<file path="src/design/seq_pkg.sv">
// Package with constants and types for the program sequencer
package seq_pkg;
    localparam int PC_W = 12;
    localparam int STACK_DEPTH = 6;
    localparam int PHASES = 4;
    localparam logic [11:0] PC_RESET = 12'h000;
    localparam logic [11:0] VEC_BUS = 12'h004;
    localparam logic [11:0] VEC_EXT = 12'h008;
    localparam logic [11:0] VEC_TMR0 = 12'h00C;
    localparam logic [11:0] VEC_SER0 = 12'h010;
    localparam logic [11:0] VEC_SER1 = 12'h014;
    localparam logic [11:0] VEC_TMR1 = 12'h018;
    localparam int IRQ_N = 6;
    localparam logic [11:0] SKIP_STEP = 12'h002;
    localparam logic [3:0] PHASE_RESET = 4'h1;

    // Operation requested by the execute unit for the current instruction
    typedef enum logic [6:0] {
        OP_SEQ = 7'h01,
        OP_SKIP = 7'h02,
        OP_JUMP = 7'h04,
        OP_CALL = 7'h08,
        OP_RET = 7'h10,
        OP_RETURN_INTERRUPT_OP = 7'h20,
        OP_PCLWR = 7'h40
    } seq_op_t;

    // Command from the execute unit, sampled in the last phase
    typedef struct packed {
        seq_op_t op;
        logic [11:0] target;
        logic [7:0] lowByte;
    } exec_cmd_t;

    // Fetch request toward program memory
    typedef struct packed {
        logic fetch;
        logic [11:0] addr;
    } fetch_req_t;
endpackage : seq_pkg

</file>
<file path="src/design/program_sequencer_pc_stack.sv">
// Program counter, phase generator and return stack of the controller core
//
// Functional notes
// - System clock split into four one-hot phases; one pass is one cycle.
// - Counter advances at first phase; fetch occurs during that phase.
// - Next fetch overlaps current execution; plain instructions take one cycle.
// - Jumps and calls take two cycles: obtain target, then branch.
// - Twelve-bit counter increments per instruction unless control is redirected.
// - Taken skip discards prefetched instruction and inserts a dummy cycle.
// - Taken skip leaves counter at current address plus two.
// - Low byte writable and readable; upper four bits kept on write.
// - Low byte write inserts one dummy cycle for the new prefetch.
// - Jump or call loads all twelve bits from the instruction field.
// - Six-entry return stack of counter values, hidden from software.
// - Call or interrupt acknowledge pushes the counter onto the stack.
// - Either return pops the newest entry into all counter bits.
// - Reset empties the stack and clears the counter.
// - Vectors: bus controller 004H, external 008H, timer one 00CH.
// - Vectors: serial one 010H, serial two 014H, timer two 018H.
// - Full stack records requests but withholds acknowledge until a return.
// - Calls still execute while the stack is full.
`timescale 1ns/100ps
module program_sequencer_pc_stack #(
    parameter int DEPTH = seq_pkg::STACK_DEPTH
) (
    input wire logic sys_clk,
    input wire logic rst,
    input wire seq_pkg::exec_cmd_t execCmd,
    input wire logic skipTaken,
    input wire logic [seq_pkg::IRQ_N-1:0] irqReq,
    output seq_pkg::fetch_req_t fetchReq,
    output logic [3:0] instructionPhases,
    output logic [7:0] pcLowByte,
    output logic [11:0] execAddr,
    output logic execValid,
    output logic [seq_pkg::IRQ_N-1:0] irqAck,
    output logic stackFull
);
    localparam int LW = $clog2(DEPTH + 1);

    // Refuse depths that the pointer width and wrap logic cannot serve
    if (DEPTH < 1 || DEPTH > 15)
    begin : g_depth_check
        $error("DEPTH must be between 1 and 15");
    end

    // Operating notes for whoever wires this block in:
    // - execCmd is only looked at on the last phase of a real slot.
    // - A dummy slot never acts on execCmd, whatever memory shows.
    // - The counter holds the address being fetched, not executed.
    // - Calls push execAddr plus one, which is the counter then.
    // - Interrupts push the counter too, so the dropped word is
    //   fetched again after the return.
    // - Interrupts enter only at the end of plain instructions, so
    //   a branch and its dummy slot are never split apart.
    // - A return on an empty stack keeps the level at zero and
    //   loads a stale entry; software must pair calls and returns.
    // - Stack storage has no reset, saving a wide reset fan-out.
    // - The level saturates at DEPTH while the write index wraps,
    //   so after an overflow the oldest return address is lost.
    // - Requests are sticky; a source cannot withdraw one.
    // - Acknowledge is a one-clock pulse after the accepting edge.

    // Sequencer states: run a fetched instruction or burn a dummy cycle
    typedef enum logic [1:0] {
        ST_RUN = 2'b01,
        ST_DUMMY = 2'b10
    } seq_state_t;

    // Phase ring and fetch counter
    logic [3:0] phase_ff;
    logic [11:0] pc_ff;
    logic [11:0] nxt_pc;

    // Instruction in execution and its slot type
    logic [11:0] execAddr_ff;
    logic execValid_ff;
    seq_state_t state_ff;
    seq_state_t nxt_state;

    // Return stack; storage is hidden from software
    logic [11:0] stack_ff [DEPTH];
    logic [LW-1:0] level_ff;
    logic [LW-1:0] wrIdx_ff;

    // Interrupt bookkeeping
    logic [seq_pkg::IRQ_N-1:0] pend_ff;
    logic [seq_pkg::IRQ_N-1:0] ack_ff;

    // Decoded strobes; push, pop and take fire on the last phase only, the rest are valid every phase
    logic lastPhase;
    logic full;
    logic doPush;
    logic doPop;
    logic takeIrq;
    logic [11:0] vecAddr;
    logic [seq_pkg::IRQ_N-1:0] grant;
    logic [LW-1:0] popIdx;

    // Priority pick of the lowest-numbered pending request
    function automatic logic [seq_pkg::IRQ_N-1:0] pick_first(
        input logic [seq_pkg::IRQ_N-1:0] req
    );
        logic [seq_pkg::IRQ_N-1:0] g;
        g = '0;
        for (int i = seq_pkg::IRQ_N - 1; i >= 0; i--)
        begin
            if (req[i])
                g = '0;
            if (req[i])
                g[i] = 1'b1;
        end
        return g;
    endfunction : pick_first

    // Vector table, requests ordered bus, ext, tmr0, ser0, ser1, tmr1
    function automatic logic [11:0] vector_of(
        input logic [seq_pkg::IRQ_N-1:0] g
    );
        logic [11:0] v;
        v = seq_pkg::PC_RESET;
        case (1'b1)
            g[0]: v = seq_pkg::VEC_BUS;
            g[1]: v = seq_pkg::VEC_EXT;
            g[2]: v = seq_pkg::VEC_TMR0;
            g[3]: v = seq_pkg::VEC_SER0;
            g[4]: v = seq_pkg::VEC_SER1;
            g[5]: v = seq_pkg::VEC_TMR1;
            default: v = seq_pkg::PC_RESET;
        endcase
        return v;
    endfunction : vector_of

    // Slot end, stack state and request arbitration
    assign lastPhase = phase_ff[seq_pkg::PHASES-1];
    assign full = (level_ff == LW'(DEPTH));
    assign grant = pick_first(pend_ff);
    assign vecAddr = vector_of(grant);
    // Acknowledge withheld while full; the request stays pending
    assign takeIrq = lastPhase && execValid_ff && (|pend_ff) && !full
        && (execCmd.op == seq_pkg::OP_SEQ);
    // Push and pop never meet: one command per slot
    assign doPush = lastPhase && execValid_ff
        && ((execCmd.op == seq_pkg::OP_CALL) || takeIrq);
    assign doPop = lastPhase && execValid_ff && (level_ff != '0)
        && ((execCmd.op == seq_pkg::OP_RET)
        || (execCmd.op == seq_pkg::OP_RETURN_INTERRUPT_OP));
    // Newest entry sits just below the circular write index
    assign popIdx = (wrIdx_ff == '0) ? LW'(DEPTH - 1) : wrIdx_ff - 1'b1;

    // Four one-hot phases rotate every system clock
    always_ff @(posedge sys_clk)
    begin
        // Reset always restarts at the first phase
        if (rst)
            phase_ff <= seq_pkg::PHASE_RESET;
        else
            phase_ff <= {phase_ff[2:0], phase_ff[3]};
    end

    // Next counter and state, decided at the end of execution
    always_comb
    begin
        nxt_pc = pc_ff;
        nxt_state = state_ff;
        if (lastPhase)
        begin
            nxt_state = ST_RUN;
            // Dummy slot or empty pipe: plain step, command ignored
            if (state_ff == ST_DUMMY || !execValid_ff)
                nxt_pc = pc_ff + 12'h001;
            else if (takeIrq)
            begin
                // Vector replaces the prefetched word
                nxt_pc = vecAddr;
                nxt_state = ST_DUMMY;
            end
            else
            begin
                case (execCmd.op)
                    seq_pkg::OP_SEQ: nxt_pc = pc_ff + 12'h001;
                    seq_pkg::OP_SKIP:
                    begin
                        if (skipTaken)
                        begin
                            // Prefetched word is dropped, fetch at +2
                            nxt_pc = execAddr_ff + seq_pkg::SKIP_STEP;
                            nxt_state = ST_DUMMY;
                        end
                        else
                            nxt_pc = pc_ff + 12'h001;
                    end
                    seq_pkg::OP_JUMP, seq_pkg::OP_CALL:
                    begin
                        // Full target comes from the instruction field
                        nxt_pc = execCmd.target;
                        nxt_state = ST_DUMMY;
                    end
                    seq_pkg::OP_RET, seq_pkg::OP_RETURN_INTERRUPT_OP:
                    begin
                        // Return address from the newest entry
                        nxt_pc = stack_ff[popIdx];
                        nxt_state = ST_DUMMY;
                    end
                    seq_pkg::OP_PCLWR:
                    begin
                        // Page kept, only the low byte replaced
                        nxt_pc = {execAddr_ff[11:8], execCmd.lowByte};
                        nxt_state = ST_DUMMY;
                    end
                    default: nxt_pc = pc_ff + 12'h001;
                endcase
            end
        end
    end

    // Counter holds the fetch address; loaded at the phase wrap
    always_ff @(posedge sys_clk)
    begin
        if (rst)
            pc_ff <= seq_pkg::PC_RESET;
        else
            pc_ff <= nxt_pc;
    end

    // Sequencer state and the address of the instruction in execution
    always_ff @(posedge sys_clk)
    begin
        if (rst)
        begin
            state_ff <= ST_DUMMY;
            execAddr_ff <= seq_pkg::PC_RESET;
            execValid_ff <= 1'b0;
        end
        else if (lastPhase)
        begin
            // Only the slot-end edge moves the pipeline
            state_ff <= nxt_state;
            // Word fetched this cycle executes next unless it is dropped
            execAddr_ff <= pc_ff;
            execValid_ff <= (nxt_state == ST_RUN);
        end
    end

    // Return stack: circular write index so overflow drops the oldest
    always_ff @(posedge sys_clk)
    begin
        if (rst)
        begin
            level_ff <= '0;
            wrIdx_ff <= '0;
        end
        else if (doPush)
        begin
            wrIdx_ff <= (wrIdx_ff == LW'(DEPTH - 1)) ? '0
                : wrIdx_ff + 1'b1;
            // Saturate so full stays true after an overflow
            if (!full)
                level_ff <= level_ff + 1'b1;
        end
        else if (doPop)
        begin
            wrIdx_ff <= popIdx;
            level_ff <= level_ff - 1'b1;
        end
    end

    // Stack storage has no reset; a return on an empty stack still reads a stale entry
    always_ff @(posedge sys_clk)
    begin
        if (doPush)
            stack_ff[wrIdx_ff[LW-1:0]] <= pc_ff;
    end

    // Pending requests: an asserted request wins over the acknowledge clear
    always_ff @(posedge sys_clk)
    begin
        if (rst)
        begin
            pend_ff <= '0;
            ack_ff <= '0;
        end
        else
        begin
            pend_ff <= (pend_ff & ~(takeIrq ? grant : '0)) | irqReq;
            ack_ff <= takeIrq ? grant : '0;
        end
    end

    // Port mapping; all outputs but stackFull come straight from flip-flops
    assign fetchReq.fetch = phase_ff[0];
    assign fetchReq.addr = pc_ff;
    assign instructionPhases = phase_ff;
    assign pcLowByte = execAddr_ff[7:0];
    assign execAddr = execAddr_ff;
    assign execValid = execValid_ff;
    assign irqAck = ack_ff;
    assign stackFull = full;
endmodule : program_sequencer_pc_stack

</file>
<file path="config.mk">
export PLATFORM = sky130hd
export DESIGN_NAME = program_sequencer_pc_stack
export DESIGN_NICKNAME = d
export VERILOG_FILES = /design/src/design/seq_pkg.sv /design/src/design/program_sequencer_pc_stack.sv
export SDC_FILE = /design/constraint.sdc
export NUM_CORES = 1
export LEC_CHECK = 0
export BUFFER_PORTS_ARGS = -buffer_cell sky130_fd_sc_hd__buf_2
export CORE_UTILIZATION = 35
export CTS_CLUSTER_SIZE = 12
export DETAILED_ROUTE_END_ITERATION = 10
export PLACE_DENSITY = 0.54
export SYNTH_ARGS = -nofsm -noshare
export SYNTH_HDL_FRONTEND = slang
export SYNTH_SLANG_ARGS = --single-unit
export TNS_END_PERCENT = 10
</file>
<file path="constraint.sdc">
create_clock -name sys_clk -period 3.1 [get_ports sys_clk]
set_input_delay 0.155 -clock sys_clk [delete_from_list [all_inputs] [get_ports sys_clk]]
set_output_delay 0.155 -clock sys_clk [all_outputs]
set_load 0.02 [all_outputs]
</file>
Word level (Yosys, flattened, before mapping):

Memory sizes are Yosys's and may differ from the RTL's.
Index checks and enable logic that the tools add are counted.

* output and inout port bits: 45
* memories kept: 1
* register bits after elaboration: 49
* bits in writable memories: 72

* mux-type cells: 36
* $add $sub $neg: 6
* eq/ne operators: 12
* bitwise gates (word level): 3
* reductions and logical operators: 20

Memory list
* stack_ff: words 6, bits a word 12, read ports 1, clocked after Yosys merged registers in 0, wr ports 1, line program_sequencer_pc_stack.sv:82 `logic [11:0] stack_ff [DEPTH];`

Operators with widths (number)
* $pmux W12 S4: 1
* $mux W12: 3
* $mux W6: 6
* $mux W5: 6
* $mux W3: 7
* $add A12 B1 Y12 const B: 1
* $add A12 B2 Y12 const B: 1
* $mux W1: 8
* $mux W2: 4
* $eq A7 B1 Y1 const B: 1
* $eq A7 B2 Y1 const B: 1
* $eq A7 B3 Y1 const B: 1
* $eq A7 B4 Y1 const B: 1
* $eq A7 B5 Y1 const B: 1
* $eq A7 B6 Y1 const B: 1
* $eq A7 B7 Y1 const B: 1
* $logic_and A1 B1 Y1: 7
* $add A3 B1 Y3 const B: 2
* $and A6 B6 Y6: 1
* $eq A3 B3 Y1 const B: 2
* $not A6 Y6: 1
* $or A6 B6 Y6: 1
* $reduce_or A6 Y1: 1
* $sub A3 B1 Y3 const B: 2
* 12 further kinds: 16

Longest topological paths before layout:

Gate-level depths: netlist of run 1.

* word-level depth: 18
* depth in mapped cells: 12

Worst setup path before layout of run 1:

No wires, ideal clock.

* path type: input-to-reg
* start: input port execCmd[26] (netlist bit)
* end: memory stack_ff[1][0], enable pin
* library setup time: 412 ps
* slack: 97 ps
* required time: 2688 ps
* arrival time: 2591 ps
* stages: 7
* cells stage by stage: buf_6 > or4_4 > nor2_8 > nand3_4 > or2_1 > buf_6 > nor4_1

* cells in the longest elaborated chain, start to end: 6
* elaborated cells between the ends (all ways): 7
* classes of those cells: eq/ne: 2; mux: 2; reduce/logical: 3

Ends and longest elaborated chain
* from (decl): line program_sequencer_pc_stack.sv:28 `input wire seq_pkg::exec_cmd_t execCmd,`
* $eq A7 B1 Y1: line program_sequencer_pc_stack.sv:141 `&& (execCmd.op == seq_pkg::OP_SEQ);`
* $logic_and A1 B1 Y1: line program_sequencer_pc_stack.sv:141
* $logic_or A1 B1 Y1 *: line program_sequencer_pc_stack.sv:144 `&& ((execCmd.op == seq_pkg::OP_CALL) || takeIrq);`
* $logic_and A1 B1 Y1 *: line program_sequencer_pc_stack.sv:144
* $mux W1 *: line program_sequencer_pc_stack.sv:271 `if (doPush)`
* $mux W1 (implied by the code) *: line program_sequencer_pc_stack.sv:272 `stack_ff[wrIdx_ff[LW-1:0]] <= pc_ff;`
* to (decl): line program_sequencer_pc_stack.sv:82

Every way passes the cells marked *; elsewhere a longest branch is shown, timed or not.

Final worst setup path of run 1:

* start: register wrIdx_ff[0]
* end: register pc_ff[8]

* cells in the longest elaborated chain, start to end: 6
* elaborated cells between the ends (all ways): 7
* classes of those cells: add/sub: 1; mux: 4; reduce/logical: 1; memory: 1

Ends and longest elaborated chain
* from (decl): line program_sequencer_pc_stack.sv:84 `logic [LW-1:0] wrIdx_ff;`
* from (signal assigned): line program_sequencer_pc_stack.sv:255 `wrIdx_ff <= (wrIdx_ff == LW'(DEPTH - 1)) ? '0`
* from (signal assigned): line program_sequencer_pc_stack.sv:263 `wrIdx_ff <= popIdx;`
* $sub A3 B1 Y3 or $logic_not A3 Y1 (tied branches): line program_sequencer_pc_stack.sv:149 `assign popIdx = (wrIdx_ff == '0) ? LW'(DEPTH - 1) : wrIdx_ff - 1'b1;`
* $mux W3 *: line program_sequencer_pc_stack.sv:149
* $mem_v2 Z6 W12 *
* $pmux W12 S4 *: line program_sequencer_pc_stack.sv:180 `case (execCmd.op)`
* $mux W12 *: line program_sequencer_pc_stack.sv:172 `else if (takeIrq)`
* $mux W12 *: line program_sequencer_pc_stack.sv:170 `if (state_ff == ST_DUMMY || !execValid_ff)`
* to (signal assigned): line program_sequencer_pc_stack.sv:221 `pc_ff <= seq_pkg::PC_RESET;`
* to (signal assigned): line program_sequencer_pc_stack.sv:223 `pc_ff <= nxt_pc;`
* to (decl): line program_sequencer_pc_stack.sv:72 `logic [11:0] pc_ff;`

Marks and branches as above.
A chain may end at the register's enable or synchronous reset.

==> out/summary.txt, run 1 <==
status: completed
net switching power figure: 0.000850 W
drt drc: 0
clock share of power: 50.5%
Clock Latency Late Sink: 0.42 ns
register area: 3140 um2
Die ar.: 17700 um2
Core Rows: 47
Via Count: 4732
register area share after synthesis: 52.4%
syn_area_per_cell: 11.1 um2
FILL cells: 1575
max cap viols: 0
crit path kind: flop to flop
aggregate routed wire length: 16.5 mm
Post-CTS Setup Bufs: 0
post-route setup slack: 0.371 ns
Distinct cells, synth: 66
Pins Over Slew Limit: 0
Switching Share: 21.8%
vias in the first global route: 4609
crit end category: flop
Worst R2R Path Depth: 9
hold path start: rst
Worst-path clk slew: 0.06 ns
CP Max Fanout: 9
Sequential Power Share: 45.2%
layout cell share with drive strength beyond 1: 24.9%
GP Congestion: 0.908
Arr. time, crit path: 3.03 ns
power density over the cells: 537 nW/um2
EDFF count, synth: 72
Comb pwr share: 4.3%
hold path cells: 2
WP data required: 3.40 ns
RSZ-0062 raised after global routing: no
die width: 133 um
die height: 133 um
Final Hold Vio Count: 0
fmax: 366 MHz
GRT Overall Usage: 19.5%
area growth from synthesis to layout: 21.0%
Yosys top cell area share: 36.1%
initial antenna violation count: 1
WHS Endpoint: execAddr[11]
Sum Neg Setup Slack: 0 ns
gate count of the mapped netlist: 538
core area: 16600 um2
I/O pins: 81
FF-to-FF Start: wrIdx_ff[0]
Post-DRT Antenna Nets: 0
synthesized area: 5990 um2
Cell Int Power: 0.00305 W
CTS tree: built
measured slew at the worst slew-check pin: 0.949 ns
grt total ovfl: 0
synth cell count leaders: edfxtp_1, nor2_1, dfxtp_1, o21ai_0, mux2i_1
Lkg Pwr: 2.69 nW
Yosys Warn Count: 0
#FFs+latches synth: 121
syn nets: 578
fraction of the cycle the final worst path needs: 88.0%
Initial DRC Count: 363
top_reg_cell synth: edfxtp_1
H-tree Lvls: 4
Clock Path Buffers: 2
DR pass1 iterations: 7
dpl ws: 0.374 ns
most frequent cell after synthesis: edfxtp_1
routed vias/inst: 5.53
clock sink count: 121
Post-synth ARST share: 0%
first-pass GRT wire length: 26.1 mm
post-synth top area cell: edfxtp_1
nets: 661
VDD IR max: 343 uV
Port Buffers: 80
Rel. slew slack: 36.7%
area occupied by multi-input gates: 2600 um2
HPWL after DPL: 11.6 mm
Initial Util: 36.0%
HP Class: input pin to flop
Wirelength per Cell: 19.3 um
Pwr Total: 0.00390 W
Setup Skew: 0.00954 ns
Final setup viols: 0
reg2reg end: pc_ff[8]
CTS Root Cell: clkbuf_16
fin crit period: 2.73 ns
R2R setup slack: 0.37 ns
TritonCTS buffer count: 17
CP Launch Type: flop
pin count of the biggest net entering global routing: 35
Util after Layout: 43.6%
largest cells by area after synthesis: edfxtp_1, dfxtp_1, mux2i_1, mux4_2, nor2_1
-- per-layer routing --
layer	global-route usage, %	up-vias	share of wire [%]	routed length (um)
met5	0	-	0	0
met4	7.92	0	2.0	326
met3	4.44	24	5.8	962
met2	31.1	194	47	7740
met1	25.5	2298	45	7480
li1	-	2216	-	-
-- through the flow --
stage | instances | hold slack [ns] | area (um2)
final | 855 | 0.0905 | 7250
after global routing | 855 | 0.114 | 7250
after CTS | 854 | 0.0769 | 7250
after global placement | 816 | 0.367 | 6600
after floorplan | 538 | 0.272 | 5990
after detailed placement | 816 | 0.370 | 6600
-- power groups by stage --
stage / combinational, W / clock (W) / sequential (W)
6_report: 0.000169 / 0.00197 / 0.00176
5_1_grt: 0.000186 / 0.00206 / 0.00177
4_1_cts: 0.000169 / 0.00199 / 0.00176
3_5_place_dp: 0.000163 / 0 / 0.00179
3_3_place_gp: 0.000161 / 0 / 0.00179
2_1_floorplan: 0.0000923 / 0 / 0.00179
-- how the worst max path moves through the flow --
stage	from	end	slack, ns	cells past startpoint
4_1_cts	wrIdx_ff[0]	pc_ff[8]	0.32	9
3_5_place_dp	wrIdx_ff[0]	pc_ff[8]	0.37	9
6_report	wrIdx_ff[0]	pc_ff[8]	0.37	9
5_1_grt	wrIdx_ff[0]	pc_ff[11]	0.09	9
3_3_place_gp	pend_ff[0]	stack_ff[2][7]	0.45	5
2_1_floorplan	execCmd[26]	stack_ff[1][0]	0.1	7
-- layout by cell type (no fill, tap or decap), types with 5 or more instances in the layout --
| cell type | instances |
|---|---|
| inv_1 | 11 |
| a211oi_1 | 13 |
| mux4_2 | 12 |
| nor2b_1 | 8 |
| dlygate4sd3_1 | 6 |
| nand2_1 | 20 |
| o21ai_0 | 31 |
| o22ai_1 | 7 |
| a21oi_1 | 22 |
| o211ai_1 | 7 |
| nor4b_1 | 6 |
| buf_2 | 80 |
| a22oi_1 | 6 |
| xnor2_1 | 10 |
| nor4_1 | 6 |
| and3_1 | 10 |
| nor3_1 | 17 |
| xor2_1 | 6 |
| dfxtp_1 | 49 |
| clkbuf_16 | 17 |
| mux2_2 | 10 |
| nand4_1 | 6 |
| edfxtp_1 | 72 |
| nand2b_1 | 5 |
| mux2i_1 | 29 |
| nand3_1 | 19 |
| buf_4 | 19 |
| or3_1 | 5 |
| nor2_1 | 53 |
-- registers in the layout (all words and copies together) (netlist names), 2 cells and up --
register	count
stack_ff	72
execAddr	12
instructionPhases	4
state_ff	2
pc_ff	12
pend_ff	6
level_ff	3
wrIdx_ff	3
irqAck	6
-- kinds of logic (layout without fill, tap and decap cells) --
| family | Yosys count | after routing | synth area share, % |
|---|---|---|---|
| AO/OA/AOI/OAI | 118 | 118 | 12.9 |
| XOR/XNOR | 16 | 16 | 2.34 |
| adder cells (fa/ha/maj) | 4 | 4 | 0.835 |
| buffers and inverters | 52 | 148 | 4.30 |
| flip-flops | 121 | 121 | 52.4 |
| multiplexers | 51 | 51 | 11.2 |
| other | 0 | 1 | 0 |
| AND/OR/NAND/NOR | 176 | 176 | 15.9 |
-- repair_timing --
action	CTS	global route
resized for setup	0	0
endpoints found under the hold margin	6	0
hold buffers	6	0
-- layout make-up --
type                    instances  share of cell area, %
flip-flops and latches        121                   43.3
repair buffers                105                   8.31
clock inverters                12                   2.09
inverters                      11                  0.569
well taps                     220                   3.80
clock buffers                  20                   6.02
diodes                          1                 0.0345
multi-input cells             365                   35.8
-- critical path: stages, from the launching register on --
cell      delay, ns
dfxtp_1        0.31
nor2_1         0.20
ha_1           0.55
buf_4          0.29
mux4_2         0.50
nor2_1         0.11
a211oi_1       0.08
o21ai_0        0.21
a21oi_1        0.08
a311o_1        0.29
(Power assumes the default switching activity.)
==> run 2, diff against run 1 <==
==> constraint.sdc (replaced) <==
create_clock -name sys_clk -period 3.1 [get_ports sys_clk]
set_input_delay 0.62 -clock sys_clk [delete_from_list [all_inputs] [get_ports sys_clk]]
set_output_delay 0.62 -clock sys_clk [all_outputs]
set_load 0.02 [all_outputs]
==> out/summary.txt, run 2 (synthesis gave the netlist of run 1 again) <==
WP data required: 3.46 ns
CP Max Fanout: 20
layout cell share with drive strength beyond 1: 25.6%
Post-CTS Setup Bufs: 0
Port Buffers: 80
commonest non-fill, non-tap cell in the layout: buf_2
Clock Path Buffers: 2
net switching power figure: 0.000865 W
post-cts sizing count: 0
Lkg Pwr: 2.68 nW
CTS Root Cell: clkbuf_16
area growth from synthesis to layout: 20.5%
die height: 133 um
CP Launch Type: flop
worst-path cell chain: inv_1, ha_1, inv_1, a211oi_1, o21ai_0, a21oi_1, a311o_1
Initial DRC Count: 368
Crit-path slowest cell: ha_1
most frequent cells in the layout: buf_2, edfxtp_1, nor2_1
pin count of the biggest net entering global routing: 33
CP max stage delay: 0.83 ns
routed vias/inst: 5.54
H-tree Lvls: 4
Comb pwr share: 4.1%
GP Congestion: 0.861
die width: 133 um
Sequential Power Share: 45.0%
dpl ws: 0.327 ns
Cell Int Power: 0.00305 W
crit end category: flop
CP most frequent cell: inv_1
Rel. slew slack: 31.1%
initial antenna violation count: 0
Final Hold Vio Count: 0
HPWL after DPL: 11.3 mm
CTS tree: built
aggregate routed wire length: 16.3 mm
dpl cells: 817
Arr. time, crit path: 3.00 ns
Initial Util: 36.0%
Die ar.: 17700 um2
Pins Over Slew Limit: 0
Setup Skew: 0.0131 ns
R2R setup slack: 0.46 ns
fmax: 379 MHz
fin crit period: 2.64 ns
fraction of the cycle the final worst path needs: 85.2%
TritonCTS buffer count: 17
grt total ovfl: 0
Post-DRT Antenna Nets: 0
measured slew at the worst slew-check pin: 1.03 ns
Via Count: 4700
status: completed
Final setup viols: 0
power density over the cells: 542 nW/um2
DR pass1 iterations: 4
Util after Layout: 43.4%
Clock Latency Late Sink: 0.42 ns
HP Class: input pin to flop
core area: 16600 um2
first-pass GRT wire length: 25.3 mm
Wirelength per Cell: 19.2 um
Switching Share: 22.1%
max cap viols: 0
cts hold-fix bufs: 0
drt drc: 0
I/O pins: 81
Worst-path clk slew: 0.06 ns
Core Rows: 47
antenna cells: 0
crit path kind: flop to flop
post-route setup slack: 0.460 ns
Layout Cells excl Fill: 849
RSZ-0062 raised after global routing: no
max reg flops: 72
clock share of power: 50.9%
nets: 656
clock sink count: 121
VDD IR max: 261 uV
GRT Overall Usage: 19.0%
vias in the first global route: 4441
==> run 2: layout make-up <==
class                           instances  area (um2)
Inverter                               11        41.3
Tap cell                              220         275
Clock inverter                         14         173
Clock buffer                           18         429
Fill cell                            1610        9420
Sequential cell                       121        3140
Timing Repair Buffer                  100         563
Multi-Input combinational cell        365        2600
==> run 2: worst max-delay path: cells and delay by family (launching register included) <==
family | cells | cell delay [ns]
compound gates | 4 | 0.92
fa+ha+maj | 1 | 0.83
buf+inv | 2 | 0.34
flops | 1 | 0.49
==> run 2: power by group through the flow <==
stage          Clock, W  Combinational (W)  Sequential [W]
5_1_grt         0.00210           0.000174         0.00177
6_report        0.00199           0.000160         0.00176
3_3_place_gp          0           0.000156         0.00179
2_1_floorplan         0          0.0000923         0.00179
4_1_cts         0.00203           0.000159         0.00176
3_5_place_dp          0           0.000159         0.00180
==> run 2: per-layer routing <==
layer	routed length (um)	part of all wire, %	track usage, %
met4	179	1.1	6.13
met5	0	0	0
met3	1090	6.7	3.91
met1	7390	45	26.3
met2	7650	47	29.6
==> run 2: path summary, 6_finish.rpt <==
check,from,endpoint,cells past startpoint
worst min register to register,instructionPhases[2],instructionPhases[3],1
worst max-delay path,wrIdx_ff[2],pc_ff[8],7
worst min-delay path,irqReq[2],pend_ff[2],3
worst max register to register,wrIdx_ff[2],pc_ff[8],7
==> run 2: per-stage QoR <==
stage / instance area [um2] / hold slack, ns / setup TNS [ns] / power, W
2_1_floorplan: 6000 / 0.419 / -0.686 / 0.00188
3_3_place_gp: 6620 / 0.428 / 0 / 0.00195
3_5_place_dp: 6620 / 0.452 / 0 / 0.00195
4_1_cts: 7220 / 0.400 / 0 / 0.00395
5_1_grt: 7220 / 0.420 / 0 / 0.00404
6_report: 7220 / 0.408 / 0 / 0.00391
